--- config.mk ---
export PLATFORM = sky130hd
export DESIGN_NAME = ehc_core
export DESIGN_NICKNAME = d
export VERILOG_FILES = /design/src/hw/ehc_pkg.sv /design/src/hw/ehc_sync.sv /design/src/hw/ehc_core.sv
export VERILOG_INCLUDE_DIRS = /design/src /design/src/hw
export SDC_FILE = /design/constraint.sdc
export NUM_CORES = 1
export LEC_CHECK = 0
export BUFFER_PORTS_ARGS = -buffer_cell sky130_fd_sc_hd__buf_2
export CAP_MARGIN = 40
export CORE_MARGIN = 5
export CORE_UTILIZATION = 55
export CTS_CLUSTER_DIAMETER = 80
export DETAILED_ROUTE_END_ITERATION = 10
export GPL_ROUTABILITY_DRIVEN = 0
export PLACE_DENSITY = 0.88
export SLEW_MARGIN = 20
export SYNTH_ARGS = -nofsm -noshare
export SYNTH_HDL_FRONTEND = slang
export SYNTH_SLANG_ARGS = --single-unit
--- constraint.sdc ---
create_clock -name clock -period 1.5 [get_ports clock]
set_input_delay 0.075 -clock clock [delete_from_list [all_inputs] [get_ports clock]]
set_output_delay 0.075 -clock clock [all_outputs]
set_load 0.01 [all_outputs]
--- src/hw/ehc_regs.svh ---
// Constants for the execution halt control block.
// Assumes inclusion by bare name from hw/ files.
`ifndef EHC_REGS_SVH
`define EHC_REGS_SVH
`define EHC_SYNC_STAGES 2
`define EHC_STRAP_WAIT 2'd2
`define EHC_STRAP_CNT_ONE 2'd1
`define EHC_INVAL_LINES 256
`define EHC_SYNC_IDLE_HIGH 1'b1
`define EHC_SYNC_IDLE_LOW 1'b0
`endif

--- src/hw/ehc_pkg.sv ---
// Types for the execution halt control block.
// Assumes nothing beyond a SystemVerilog compiler.
`default_nettype none
package ehc_pkg;
  typedef enum logic [4:0] {
    ST_INVAL = 5'h01,
    ST_RUN = 5'h02,
    ST_HALT = 5'h04,
    ST_STOPGNT = 5'h08,
    ST_CLKSTOP = 5'h10
  } ehc_state_type;
endpackage : ehc_pkg
`default_nettype wire

--- src/hw/ehc_sync.sv ---
// Multi-stage synchroniser for one asynchronous pin.
// Assumes a free-running clock and asynchronous active-low reset.
`timescale 1ns/1ps
`default_nettype none
`include "ehc_regs.svh"
module ehc_sync #(
  parameter int STAGES = `EHC_SYNC_STAGES,
  parameter logic IDLE = 1'b0
) (
  // Clock and reset
  input wire logic clock,
  input wire logic reset_n,
  // Pin in, synchronised out
  input wire logic pin,
  output logic sync_out
);
  logic [STAGES-1:0] chain_r;
  logic [STAGES-1:0] chain_nxt;

  // First stage feeds only the second
  always_comb begin
    chain_nxt = {chain_r[STAGES-2:0], pin};
  end

  always_ff @(posedge clock or negedge reset_n) begin
    if (!reset_n) begin
      chain_r <= {STAGES{IDLE}};
    end else begin
      chain_r <= chain_nxt;
    end
  end

  assign sync_out = chain_r[STAGES-1];
endmodule : ehc_sync
`default_nettype wire

--- src/hw/ehc_core.sv ---
// Execution halt control: run/stop, management interrupt, stop-clock, reset.
// Assumes request pins are asynchronous; core signals share the clock.
`timescale 1ns/1ps
`default_nettype none
`include "ehc_regs.svh"
module ehc_core import ehc_pkg::*; #(
  parameter int INVAL_LINES = `EHC_INVAL_LINES
) (
  // Clock and reset
  input wire logic clock,
  input wire logic reset_n,
  // Asynchronous request and strap pins
  input wire logic run_stop_n,
  input wire logic mgmt_interrupt_request_n,
  input wire logic clock_stop_request_n,
  input wire logic flush_strap_n,
  input wire logic init_strap,
  // Core-side inputs, same clock
  input wire logic instr_boundary,
  input wire logic probe_mode,
  input wire logic high_prio_int_pending,
  input wire logic mgmt_resume,
  input wire logic snoop_request,
  // Execution control outputs
  output logic exec_enable_r,
  output logic halt_ready_r,
  output logic mgmt_mode_active_n_r,
  output logic core_clock_enable_r,
  output logic stop_grant_cycle_r,
  output logic snoop_ack_r,
  // Reset-time outputs
  output logic cache_invalidate_r,
  output logic writeback_inhibit_r,
  output logic tristate_test_r,
  output logic builtin_self_test_r
);
  localparam int IW = (INVAL_LINES > 1) ? $clog2(INVAL_LINES) : 1;
  localparam logic [IW-1:0] INVAL_LAST = IW'(INVAL_LINES - 1);

  logic rs_s, smi_s, stp_s, flush_s, init_s;
  ehc_state_type state_r, state_nxt;
  logic rs_prev_r, rs_prev_nxt, smi_prev_r, smi_prev_nxt;
  logic rs_pend_r, rs_pend_nxt, smi_pend_r, smi_pend_nxt;
  logic [IW-1:0] inval_cnt_r, inval_cnt_nxt;
  logic [1:0] strap_cnt_r, strap_cnt_nxt;
  logic strap_done_r, strap_done_nxt;
  logic exec_nxt, halt_nxt, mgmt_n_nxt, clk_en_nxt, grant_nxt, snoop_nxt;
  logic inval_nxt, wb_inh_nxt, tri_nxt, builtin_self_test_nxt;
  logic rs_fall, rs_rise, smi_fall, take_smi, take_rs, take_stp;

  // Pull-up pins idle high, init idles low
  ehc_sync #(.STAGES(`EHC_SYNC_STAGES), .IDLE(`EHC_SYNC_IDLE_HIGH)) u_rs (
    .clock(clock), .reset_n(reset_n), .pin(run_stop_n), .sync_out(rs_s));
  ehc_sync #(.STAGES(`EHC_SYNC_STAGES), .IDLE(`EHC_SYNC_IDLE_HIGH)) u_smi (
    .clock(clock), .reset_n(reset_n), .pin(mgmt_interrupt_request_n), .sync_out(smi_s));
  ehc_sync #(.STAGES(`EHC_SYNC_STAGES), .IDLE(`EHC_SYNC_IDLE_HIGH)) u_stp (
    .clock(clock), .reset_n(reset_n), .pin(clock_stop_request_n), .sync_out(stp_s));
  ehc_sync #(.STAGES(`EHC_SYNC_STAGES), .IDLE(`EHC_SYNC_IDLE_HIGH)) u_flush (
    .clock(clock), .reset_n(reset_n), .pin(flush_strap_n), .sync_out(flush_s));
  ehc_sync #(.STAGES(`EHC_SYNC_STAGES), .IDLE(`EHC_SYNC_IDLE_LOW)) u_init (
    .clock(clock), .reset_n(reset_n), .pin(init_strap), .sync_out(init_s));

  // Edges for run/stop and management requests; a held low level never re-arms them
  assign rs_fall = rs_prev_r & ~rs_s;
  assign rs_rise = ~rs_prev_r & rs_s;
  assign smi_fall = smi_prev_r & ~smi_s;
  assign take_smi = (state_r == ST_RUN) & instr_boundary & smi_pend_r;
  assign take_rs = (state_r == ST_RUN) & instr_boundary & ~smi_pend_r & rs_pend_r;
  assign take_stp = (state_r == ST_RUN) & instr_boundary & ~smi_pend_r & ~rs_pend_r
                    & ~stp_s & ~high_prio_int_pending;

  always_comb begin
    state_nxt = state_r;
    rs_prev_nxt = rs_s;
    smi_prev_nxt = smi_s;
    // Set wins over the clear of the same cycle
    rs_pend_nxt = (rs_pend_r & ~take_rs) | rs_fall;
    smi_pend_nxt = (smi_pend_r & ~take_smi) | smi_fall;
    inval_cnt_nxt = inval_cnt_r;
    strap_cnt_nxt = strap_cnt_r;
    strap_done_nxt = strap_done_r;
    tri_nxt = tristate_test_r;
    builtin_self_test_nxt = 1'b0;
    grant_nxt = 1'b0;
    snoop_nxt = snoop_request;
    mgmt_n_nxt = mgmt_mode_active_n_r;
    // Straps read once the synchroniser holds post-release values
    if (!strap_done_r) begin
      strap_cnt_nxt = strap_cnt_r + `EHC_STRAP_CNT_ONE;
      if (strap_cnt_r == `EHC_STRAP_WAIT) begin
        strap_done_nxt = 1'b1;
        tri_nxt = ~flush_s;
        builtin_self_test_nxt = init_s;
      end
    end
    if (take_smi) begin
      mgmt_n_nxt = 1'b0;
    end else if (mgmt_resume) begin
      mgmt_n_nxt = 1'b1;
    end
    case (state_r)
      ST_INVAL: begin
        inval_cnt_nxt = inval_cnt_r + IW'(1);
        if (inval_cnt_r == INVAL_LAST) begin
          state_nxt = ST_RUN;
        end
      end
      ST_RUN: begin
        if (take_rs) begin
          state_nxt = ST_HALT;
        end else if (take_stp) begin
          state_nxt = ST_STOPGNT;
        end
      end
      ST_HALT: begin
        if (rs_rise) begin
          state_nxt = ST_RUN;
        end
      end
      ST_STOPGNT: begin
        grant_nxt = 1'b1;
        state_nxt = ST_CLKSTOP;
      end
      ST_CLKSTOP: begin
        if (stp_s) begin
          state_nxt = ST_RUN;
        end
      end
      default: begin
        state_nxt = ST_INVAL;
      end
    endcase
    exec_nxt = (state_nxt == ST_RUN);
    halt_nxt = (state_nxt == ST_HALT) | probe_mode;
    clk_en_nxt = (state_nxt != ST_CLKSTOP);
    inval_nxt = (state_nxt == ST_INVAL);
    // Modified lines die with the invalidate, no bus cycles
    wb_inh_nxt = (state_nxt == ST_INVAL);
  end

  // Reset clears all pending requests and the mode flag
  always_ff @(posedge clock or negedge reset_n) begin
    if (!reset_n) begin
      state_r <= ST_INVAL;
      rs_prev_r <= 1'b1;
      smi_prev_r <= 1'b1;
      rs_pend_r <= 1'b0;
      smi_pend_r <= 1'b0;
      inval_cnt_r <= '0;
      strap_cnt_r <= 2'd0;
      strap_done_r <= 1'b0;
      exec_enable_r <= 1'b0;
      halt_ready_r <= 1'b0;
      mgmt_mode_active_n_r <= 1'b1;
      core_clock_enable_r <= 1'b1;
      stop_grant_cycle_r <= 1'b0;
      snoop_ack_r <= 1'b0;
      cache_invalidate_r <= 1'b1;
      writeback_inhibit_r <= 1'b1;
      tristate_test_r <= 1'b0;
      builtin_self_test_r <= 1'b0;
    end else begin
      state_r <= state_nxt;
      rs_prev_r <= rs_prev_nxt;
      smi_prev_r <= smi_prev_nxt;
      rs_pend_r <= rs_pend_nxt;
      smi_pend_r <= smi_pend_nxt;
      inval_cnt_r <= inval_cnt_nxt;
      strap_cnt_r <= strap_cnt_nxt;
      strap_done_r <= strap_done_nxt;
      exec_enable_r <= exec_nxt;
      halt_ready_r <= halt_nxt;
      mgmt_mode_active_n_r <= mgmt_n_nxt;
      core_clock_enable_r <= clk_en_nxt;
      stop_grant_cycle_r <= grant_nxt;
      snoop_ack_r <= snoop_nxt;
      cache_invalidate_r <= inval_nxt;
      writeback_inhibit_r <= wb_inh_nxt;
      tristate_test_r <= tri_nxt;
      builtin_self_test_r <= builtin_self_test_nxt;
    end
  end
endmodule : ehc_core
`default_nettype wire

==> impl_metrics.tcl, run 1 <==
set metrics [dict create \
    timing.hold.ws_ns 0.1926 \
    min_path_type "in -> async" \
    hpwl_microns 2032 \
    rsz0062_at_grt "false" \
    ys_seq_area_frac 0.6272 \
    die_w_microns 63.67 \
    fmaxAchievable_mhz 691.9 \
    r2r_cells 3 \
    ys_warn_count 0 \
    min_period_ns 1.445 \
    ir_drop_mv 0.8374 \
    gr-total-overflow 0 \
    syn_nets 130 \
    drive_above_1_share 0.3922 \
    ys_ff_latch 39 \
    setup_viol 0 \
    vias 1026 \
    cts_tree "done" \
    synth-simple-area-share 0.1730 \
    startpoint_type "flop" \
    grt_usage 0.1649 \
    dp_cells 164 \
    outcome "finished clean" \
    diodes 0 \
    core_sq_um 2758 \
    relSlewSlack 0.7160 \
    post-route-util 0.6792 \
    avgSynthCellArea_sq_um 13.66 \
    antenna_found_initial 0 \
    multi_input_area_sq_um 515.5 \
    fillers 201 \
    vias_per_cell 5.576 \
    path_clk_slew_ns 0.12 \
    grt_max_degree 22 \
    ant_nets 0 \
    die_y_microns 63.67 \
    final_cell_mix "23 x dfrtp_1, 21 x buf_2, 14 x dfstp_2, 11 x dlygate4sd3_1, 8 x xnor2_1" \
    async_flop_share 1.000 \
    grt_pass1_vias 1063 \
    num_io_pins 22 \
    nNetsFinal 166 \
    grt_pass1_wl_microns 5016 \
    p_int_mw 1.303 \
    p_leak_nw 0.8357 \
    seqCellArea_sq_um 996.0 \
    powerDensity_nw_per_um2 895.8 \
    synth_edf_count 0 \
    htreeDepth 2 \
    clock_skew_ns 0.01826 \
    rows 19 \
    period_share 0.9635 \
    drtPass1Iterations 4 \
    yosys.cell_types.count 40 \
    pwr-share-seq 0.651 \
    synth_top_family_by_area "simple AND/OR/NAND/NOR gates" \
    drv_slew 0 \
    maxCapViolCount 0 \
    p_comb_frac 0.045 \
    r2r_slack_ns 0.05 \
    final-hold-violation-count 0 \
    io_buffers 21 \
    power_switching_mw 0.3747 \
    worstPathMaxFanout 9 \
    synth_area_sq_um 1584 \
    drtIter0Drc 36 \
    switching_share 0.2233 \
    total_power_mw 1.678 \
    tightest_slew_ns 0.4260 \
    cts_max_path_buffers 2 \
    synth.area.mux_share 0.009479 \
    initial_core_util 0.5744 \
    layout_commonest_cell "dfrtp_1" \
    cp_data_required_time_ns 1.75 \
    worstSetupPathType "reg -> reg" \
    stdcell_count 184 \
    drcViolationCount 0 \
    dieArea_sq_um 4053 \
    area.growth.synth_to_final_pct 18.25 \
    detail_route.wl_per_cell_microns 16.12 \
    synth_compound_area_frac 0.07741 \
    clk_latency_ns 0.34 \
    clkPwrFrac 0.304 \
    synth_ff_type "dfrtp_1" \
    cp-end-kind "flop" \
    tns_ns 0 \
    wl_microns 2966 \
    numCtsBuffers 5 \
    synth_cells 116 \
    crit_arrival_ns 1.70 \
    synthXorXnorAreaFrac 0.04976 \
    synth_fa_ha_area_frac 0.01580 \
    clock_sinks 39 \
    cts_root_buffer "clkbuf_4" \
]
final timing paths:
kind,startpoint,endpoint
worst max-delay path,state_r[3],state_r[1]
worst min-delay path,reset_n,tristate_test_r
worst max register to register,state_r[3],state_r[1]
worst min register to register,u_smi.chain_r[0],u_smi.chain_r[1]
max in group asynchronous,reset_n,u_rs.chain_r[0]
min in group clock,u_smi.chain_r[0],u_smi.chain_r[1]
cell families (layout without fill, tap and decap cells):
logic type / count (synthesis) / count (layout)
buf+inv: 12 / 49
fa+ha+maj: 2 / 2
mux: 1 / 1
simple gates: 36 / 36
compound gates: 17 / 17
xor+xnor: 9 / 9
flops: 39 / 39
per-stage QoR:
stage | setup WS [ns] | cell area (sq um)
final | 0.05473 | 1873
after global routing | 0.01598 | 1873
after CTS | 0.05263 | 1863
after detailed placement | 0.07925 | 1699
after global placement | 0.1334 | 1699
after floorplan | 0.1737 | 1584
flip-flops by register name, summed over array words and instances, names as in the netlist, 2 cells and up:
| register | cells |
|---|---|
| inval_cnt_r | 8 |
| state_r | 5 |
| strap_cnt_r | 2 |
| u_flush.chain_r | 2 |
| u_init.chain_r | 2 |
| u_rs.chain_r | 2 |
| u_smi.chain_r | 2 |
| u_stp.chain_r | 2 |
power groups by stage:
stage | Combinational, mW | Clock (mW) | Sequential (mW)
floorplan | 0.00489 | 0 | 1.11
global placement | 0.0513 | 0 | 1.11
detailed placement | 0.0543 | 0 | 1.11
CTS | 0.0760 | 0.525 | 1.09
global route | 0.0855 | 0.588 | 1.10
finish | 0.0753 | 0.510 | 1.09
area by class of cell:
type / instances / share of cell area
Clock inverter: 2 / 0.006680
Clock buffer: 6 / 0.02204
Timing Repair Buffer: 34 / 0.1296
Multi-Input combinational cell: 65 / 0.2752
Sequential cell: 39 / 0.5317
Tap cell: 31 / 0.02071
Inverter: 7 / 0.01403
timing repair:
action	CTS	global route
setup buffers	0	1
setup endpoints to repair	0	5
hold buffers	11	0
hold endpoints to repair	31	0
gates resized for setup	0	2
worst max-delay path, stage by stage (launching register included):
cell      delay, ns
dfrtp_1        0.53
nor4b_4        0.43
nand2_2        0.16
o211ai_1       0.23
cell usage after synthesis, drive strengths merged (2+ instances only):
| library cell | count | area [sq um] |
|---|---|---|
| dfrtp | 25 | 625.6 |
| dfstp | 14 | 367.9 |
| xnor2 | 8 | 70.07 |
| inv | 7 | 26.28 |
| nand2 | 6 | 27.52 |
| nand3 | 6 | 35.03 |
| o21ai | 6 | 30.02 |
| buf | 5 | 48.79 |
| nor2 | 4 | 15.01 |
| and4bb | 3 | 37.54 |
| o211ai | 3 | 22.52 |
| a22o | 2 | 17.52 |
| ha | 2 | 25.02 |
| nand4 | 2 | 12.51 |
| nor3b | 2 | 26.28 |
| nor4 | 2 | 18.77 |
| o311a | 2 | 22.52 |
layer usage:
metal	vias up	global-route usage	share of wire
li1	479	-	-
met1	508	0.1870	0.40
met2	29	0.2716	0.52
met3	10	0.06039	0.048
met4	0	0.08052	0.031
met5	-	0	0
(Power assumes the default switching activity.)
==> inputs of run 2 (changes only) <==
--- a/config.mk
+++ b/config.mk
@@ -6,7 +6,7 @@
 export SDC_FILE = /design/constraint.sdc
 export NUM_CORES = 1
 export LEC_CHECK = 0
-export BUFFER_PORTS_ARGS = -buffer_cell sky130_fd_sc_hd__buf_2
+export BUFFER_PORTS_ARGS = -buffer_cell sky130_fd_sc_hd__buf_4
 export CAP_MARGIN = 40
 export CORE_MARGIN = 5
 export CORE_UTILIZATION = 55
==> constraint.sdc (replaced) <==
create_clock -name clock -period 1.6 [get_ports clock]
set_input_delay 0.08 -clock clock [delete_from_list [all_inputs] [get_ports clock]]
set_output_delay 0.08 -clock clock [all_outputs]
set_load 0.01 [all_outputs]
==> run 2 against run 1 <==
  * Critical path depth did not move
  * Power up 14%
  * Clock skew is 0.012 ns lower
  * Sequential power decreased by 6%
  * Count of clock-buffer cells in the layout is 1 lower
  * Sequential share of layout area decreased by 2.1 points
  * Utilization rose by 2.7 points
  * Cell area rose by 4.0%
  * Flip-flop and latch count stayed put
  * Die area did not move
  * Fmax is 0.74% lower
  * Critical endpoint is now rs_pend_r
  * Highest routed layer unchanged
==> impl_metrics.tcl, run 2 (same netlist as run 1, synthesis figures left out) <==
set metrics [dict create \
    outcome "finished clean" \
    fmaxAchievable_mhz 686.8 \
    r2r_cells 3 \
    nNetsFinal 164 \
    drtIter0Drc 49 \
    post-place-ws_ns 0.1609 \
    grt_pass1_vias 1089 \
    io_buffers 21 \
    crit_arrival_ns 1.70 \
    min_path_type "in -> async" \
    regMostFlops "inval_cnt_r" \
    cp_top_family "simple AND/OR/NAND/NOR gates" \
    worstPathMaxFanout 9 \
    cts_max_path_buffers 2 \
    vias_per_cell 5.560 \
    cts_root_buffer "clkbuf_4" \
    r2r_slack_ns 0.14 \
    grt_pass1_wl_microns 5195 \
    final_cell_mix "24 x dfrtp_1, 21 x buf_4, 14 x dfstp_2, 11 x dlygate4sd3_1, 8 x xnor2_1" \
    area.growth.synth_to_final_pct 22.99 \
    worstSetupPathType "reg -> reg" \
    tns_ns 0 \
    wl_microns 2943 \
    initial_core_util 0.5744 \
    path_clk_slew_ns 0.12 \
    final-hold-violation-count 0 \
    timing.hold.ws_ns 0.2188 \
    ir_drop_mv 1.031 \
    tightest_slew_ns 0.4572 \
    clock_skew_ns 0.006674 \
    rows 19 \
    grt_usage 0.1703 \
    drcViolationCount 0 \
    htreeDepth 2 \
    ant_nets 0 \
    layout_commonest_cell "dfrtp_1" \
    gr-total-overflow 0 \
    relSlewSlack 0.6952 \
    hpwl_microns 2056 \
    clk_latency_ns 0.34 \
    critPathSlowestCell "dfrtp_1" \
    drv_slew 0 \
    cp_data_required_time_ns 1.84 \
    startpoint_type "flop" \
    cts_tree "done" \
    powerDensity_nw_per_um2 981.7 \
    drtPass1Iterations 4 \
    core_sq_um 2758 \
    cp-end-kind "flop" \
    maxCapViolCount 0 \
    clock_sinks 39 \
    crit_start "state_r[3]" \
    largestRegisters "inval_cnt_r (8), state_r (5)" \
    rr_endpoint "rs_pend_r" \
    vias 1012 \
    antenna_found_initial 0 \
    setup_viol 0 \
    grt_max_degree 40 \
    crit_path_cell_trace "nor4b_4 > nand3_2 > a22o_1" \
    die_w_microns 63.67 \
    largest_reg_flops 8 \
    diodes 0 \
    dieArea_sq_um 4053 \
    detail_route.wl_per_cell_microns 16.17 \
    num_io_pins 22 \
    drive_above_1_share 0.3841 \
    die_y_microns 63.67 \
    period_share 0.9100 \
    min_period_ns 1.456 \
    critical-path-max-stage-delay_ns 0.52 \
    numCtsBuffers 5 \
    r2r_start "state_r[3]" \
    setup_slack_ns 0.1440 \
    rsz0062_at_grt "false" \
    p_leak_nw 0.8663 \
    crit_buf_inv 0 \
]
run 2: cell count changes in the layout (fill, tap and decap cells not counted), sizes merged:
| cell | previous run | this run |
|---|---|---|
| bufinv | 0 | 2 |
| clkbuf | 6 | 5 |
| buf | 23 | 21 |
| clkinv | 1 | 0 |
run 2: worst max path at each step:
stage | slack (ns) | end | cells past startpoint
after CTS | 0.14 | exec_enable_r | 3
after global routing | 0.06 | exec_enable_r | 3
after detailed placement | 0.16 | exec_enable_r | 3
after floorplan | 0.27 | inval_cnt_r[1] | 3
final | 0.14 | rs_pend_r | 3
after global placement | 0.23 | inval_cnt_r[1] | 3
run 2: what timing repair did:
| item | 4_1_cts | 5_1_grt |
|---|---|---|
| endpoints found under the setup margin | 0 | 1 |
| resized for setup | 0 | 1 |
| buffers inserted | 0 | 0 |
| hold endpoints to repair | 34 | 0 |
| hold buffers | 11 | 0 |
run 2: area by class of cell:
class / instances / area, sq um
multi-input cells: 65 / 515.5
well taps: 31 / 38.79
clock buffers: 5 / 37.54
fillers: 188 / 809.5
flip-flops and latches: 39 / 994.7
clock inverters: 3 / 67.56
repair buffers: 32 / 267.8
inverters: 7 / 26.28
run 2: per-layer routing:
metal | vias to the layer above | wire, microns | global-route usage | share of wire
li1 | 478 | - | - | -
met1 | 497 | 1199 | 0.1931 | 0.41
met2 | 28 | 1497 | 0.2716 | 0.51
met3 | 9 | 139 | 0.06217 | 0.047
met4 | 0 | 106 | 0.1013 | 0.036
met5 | - | 0 | 0 | 0
run 2: report_power, final:
part | switching (mW) | internal (mW) | leakage (nW) | total (mW)
logic | 0.0331 | 0.0414 | 0.367 | 0.0745
registers | 0.00914 | 1.02 | 0.447 | 1.02
clock network | 0.328 | 0.486 | 0.0514 | 0.813
run 2: through the flow:
stage / total power, mW / cell area [sq um] / util / instances
global placement: 1.092 / 1732 / 0.6279 / 163
finish: 1.912 / 1948 / 0.7064 / 182
global route: 1.999 / 1948 / 0.7064 / 182
CTS: 1.927 / 1947 / 0.7060 / 182
detailed placement: 1.096 / 1732 / 0.6279 / 163
floorplan: 1.046 / 1584 / - / 116
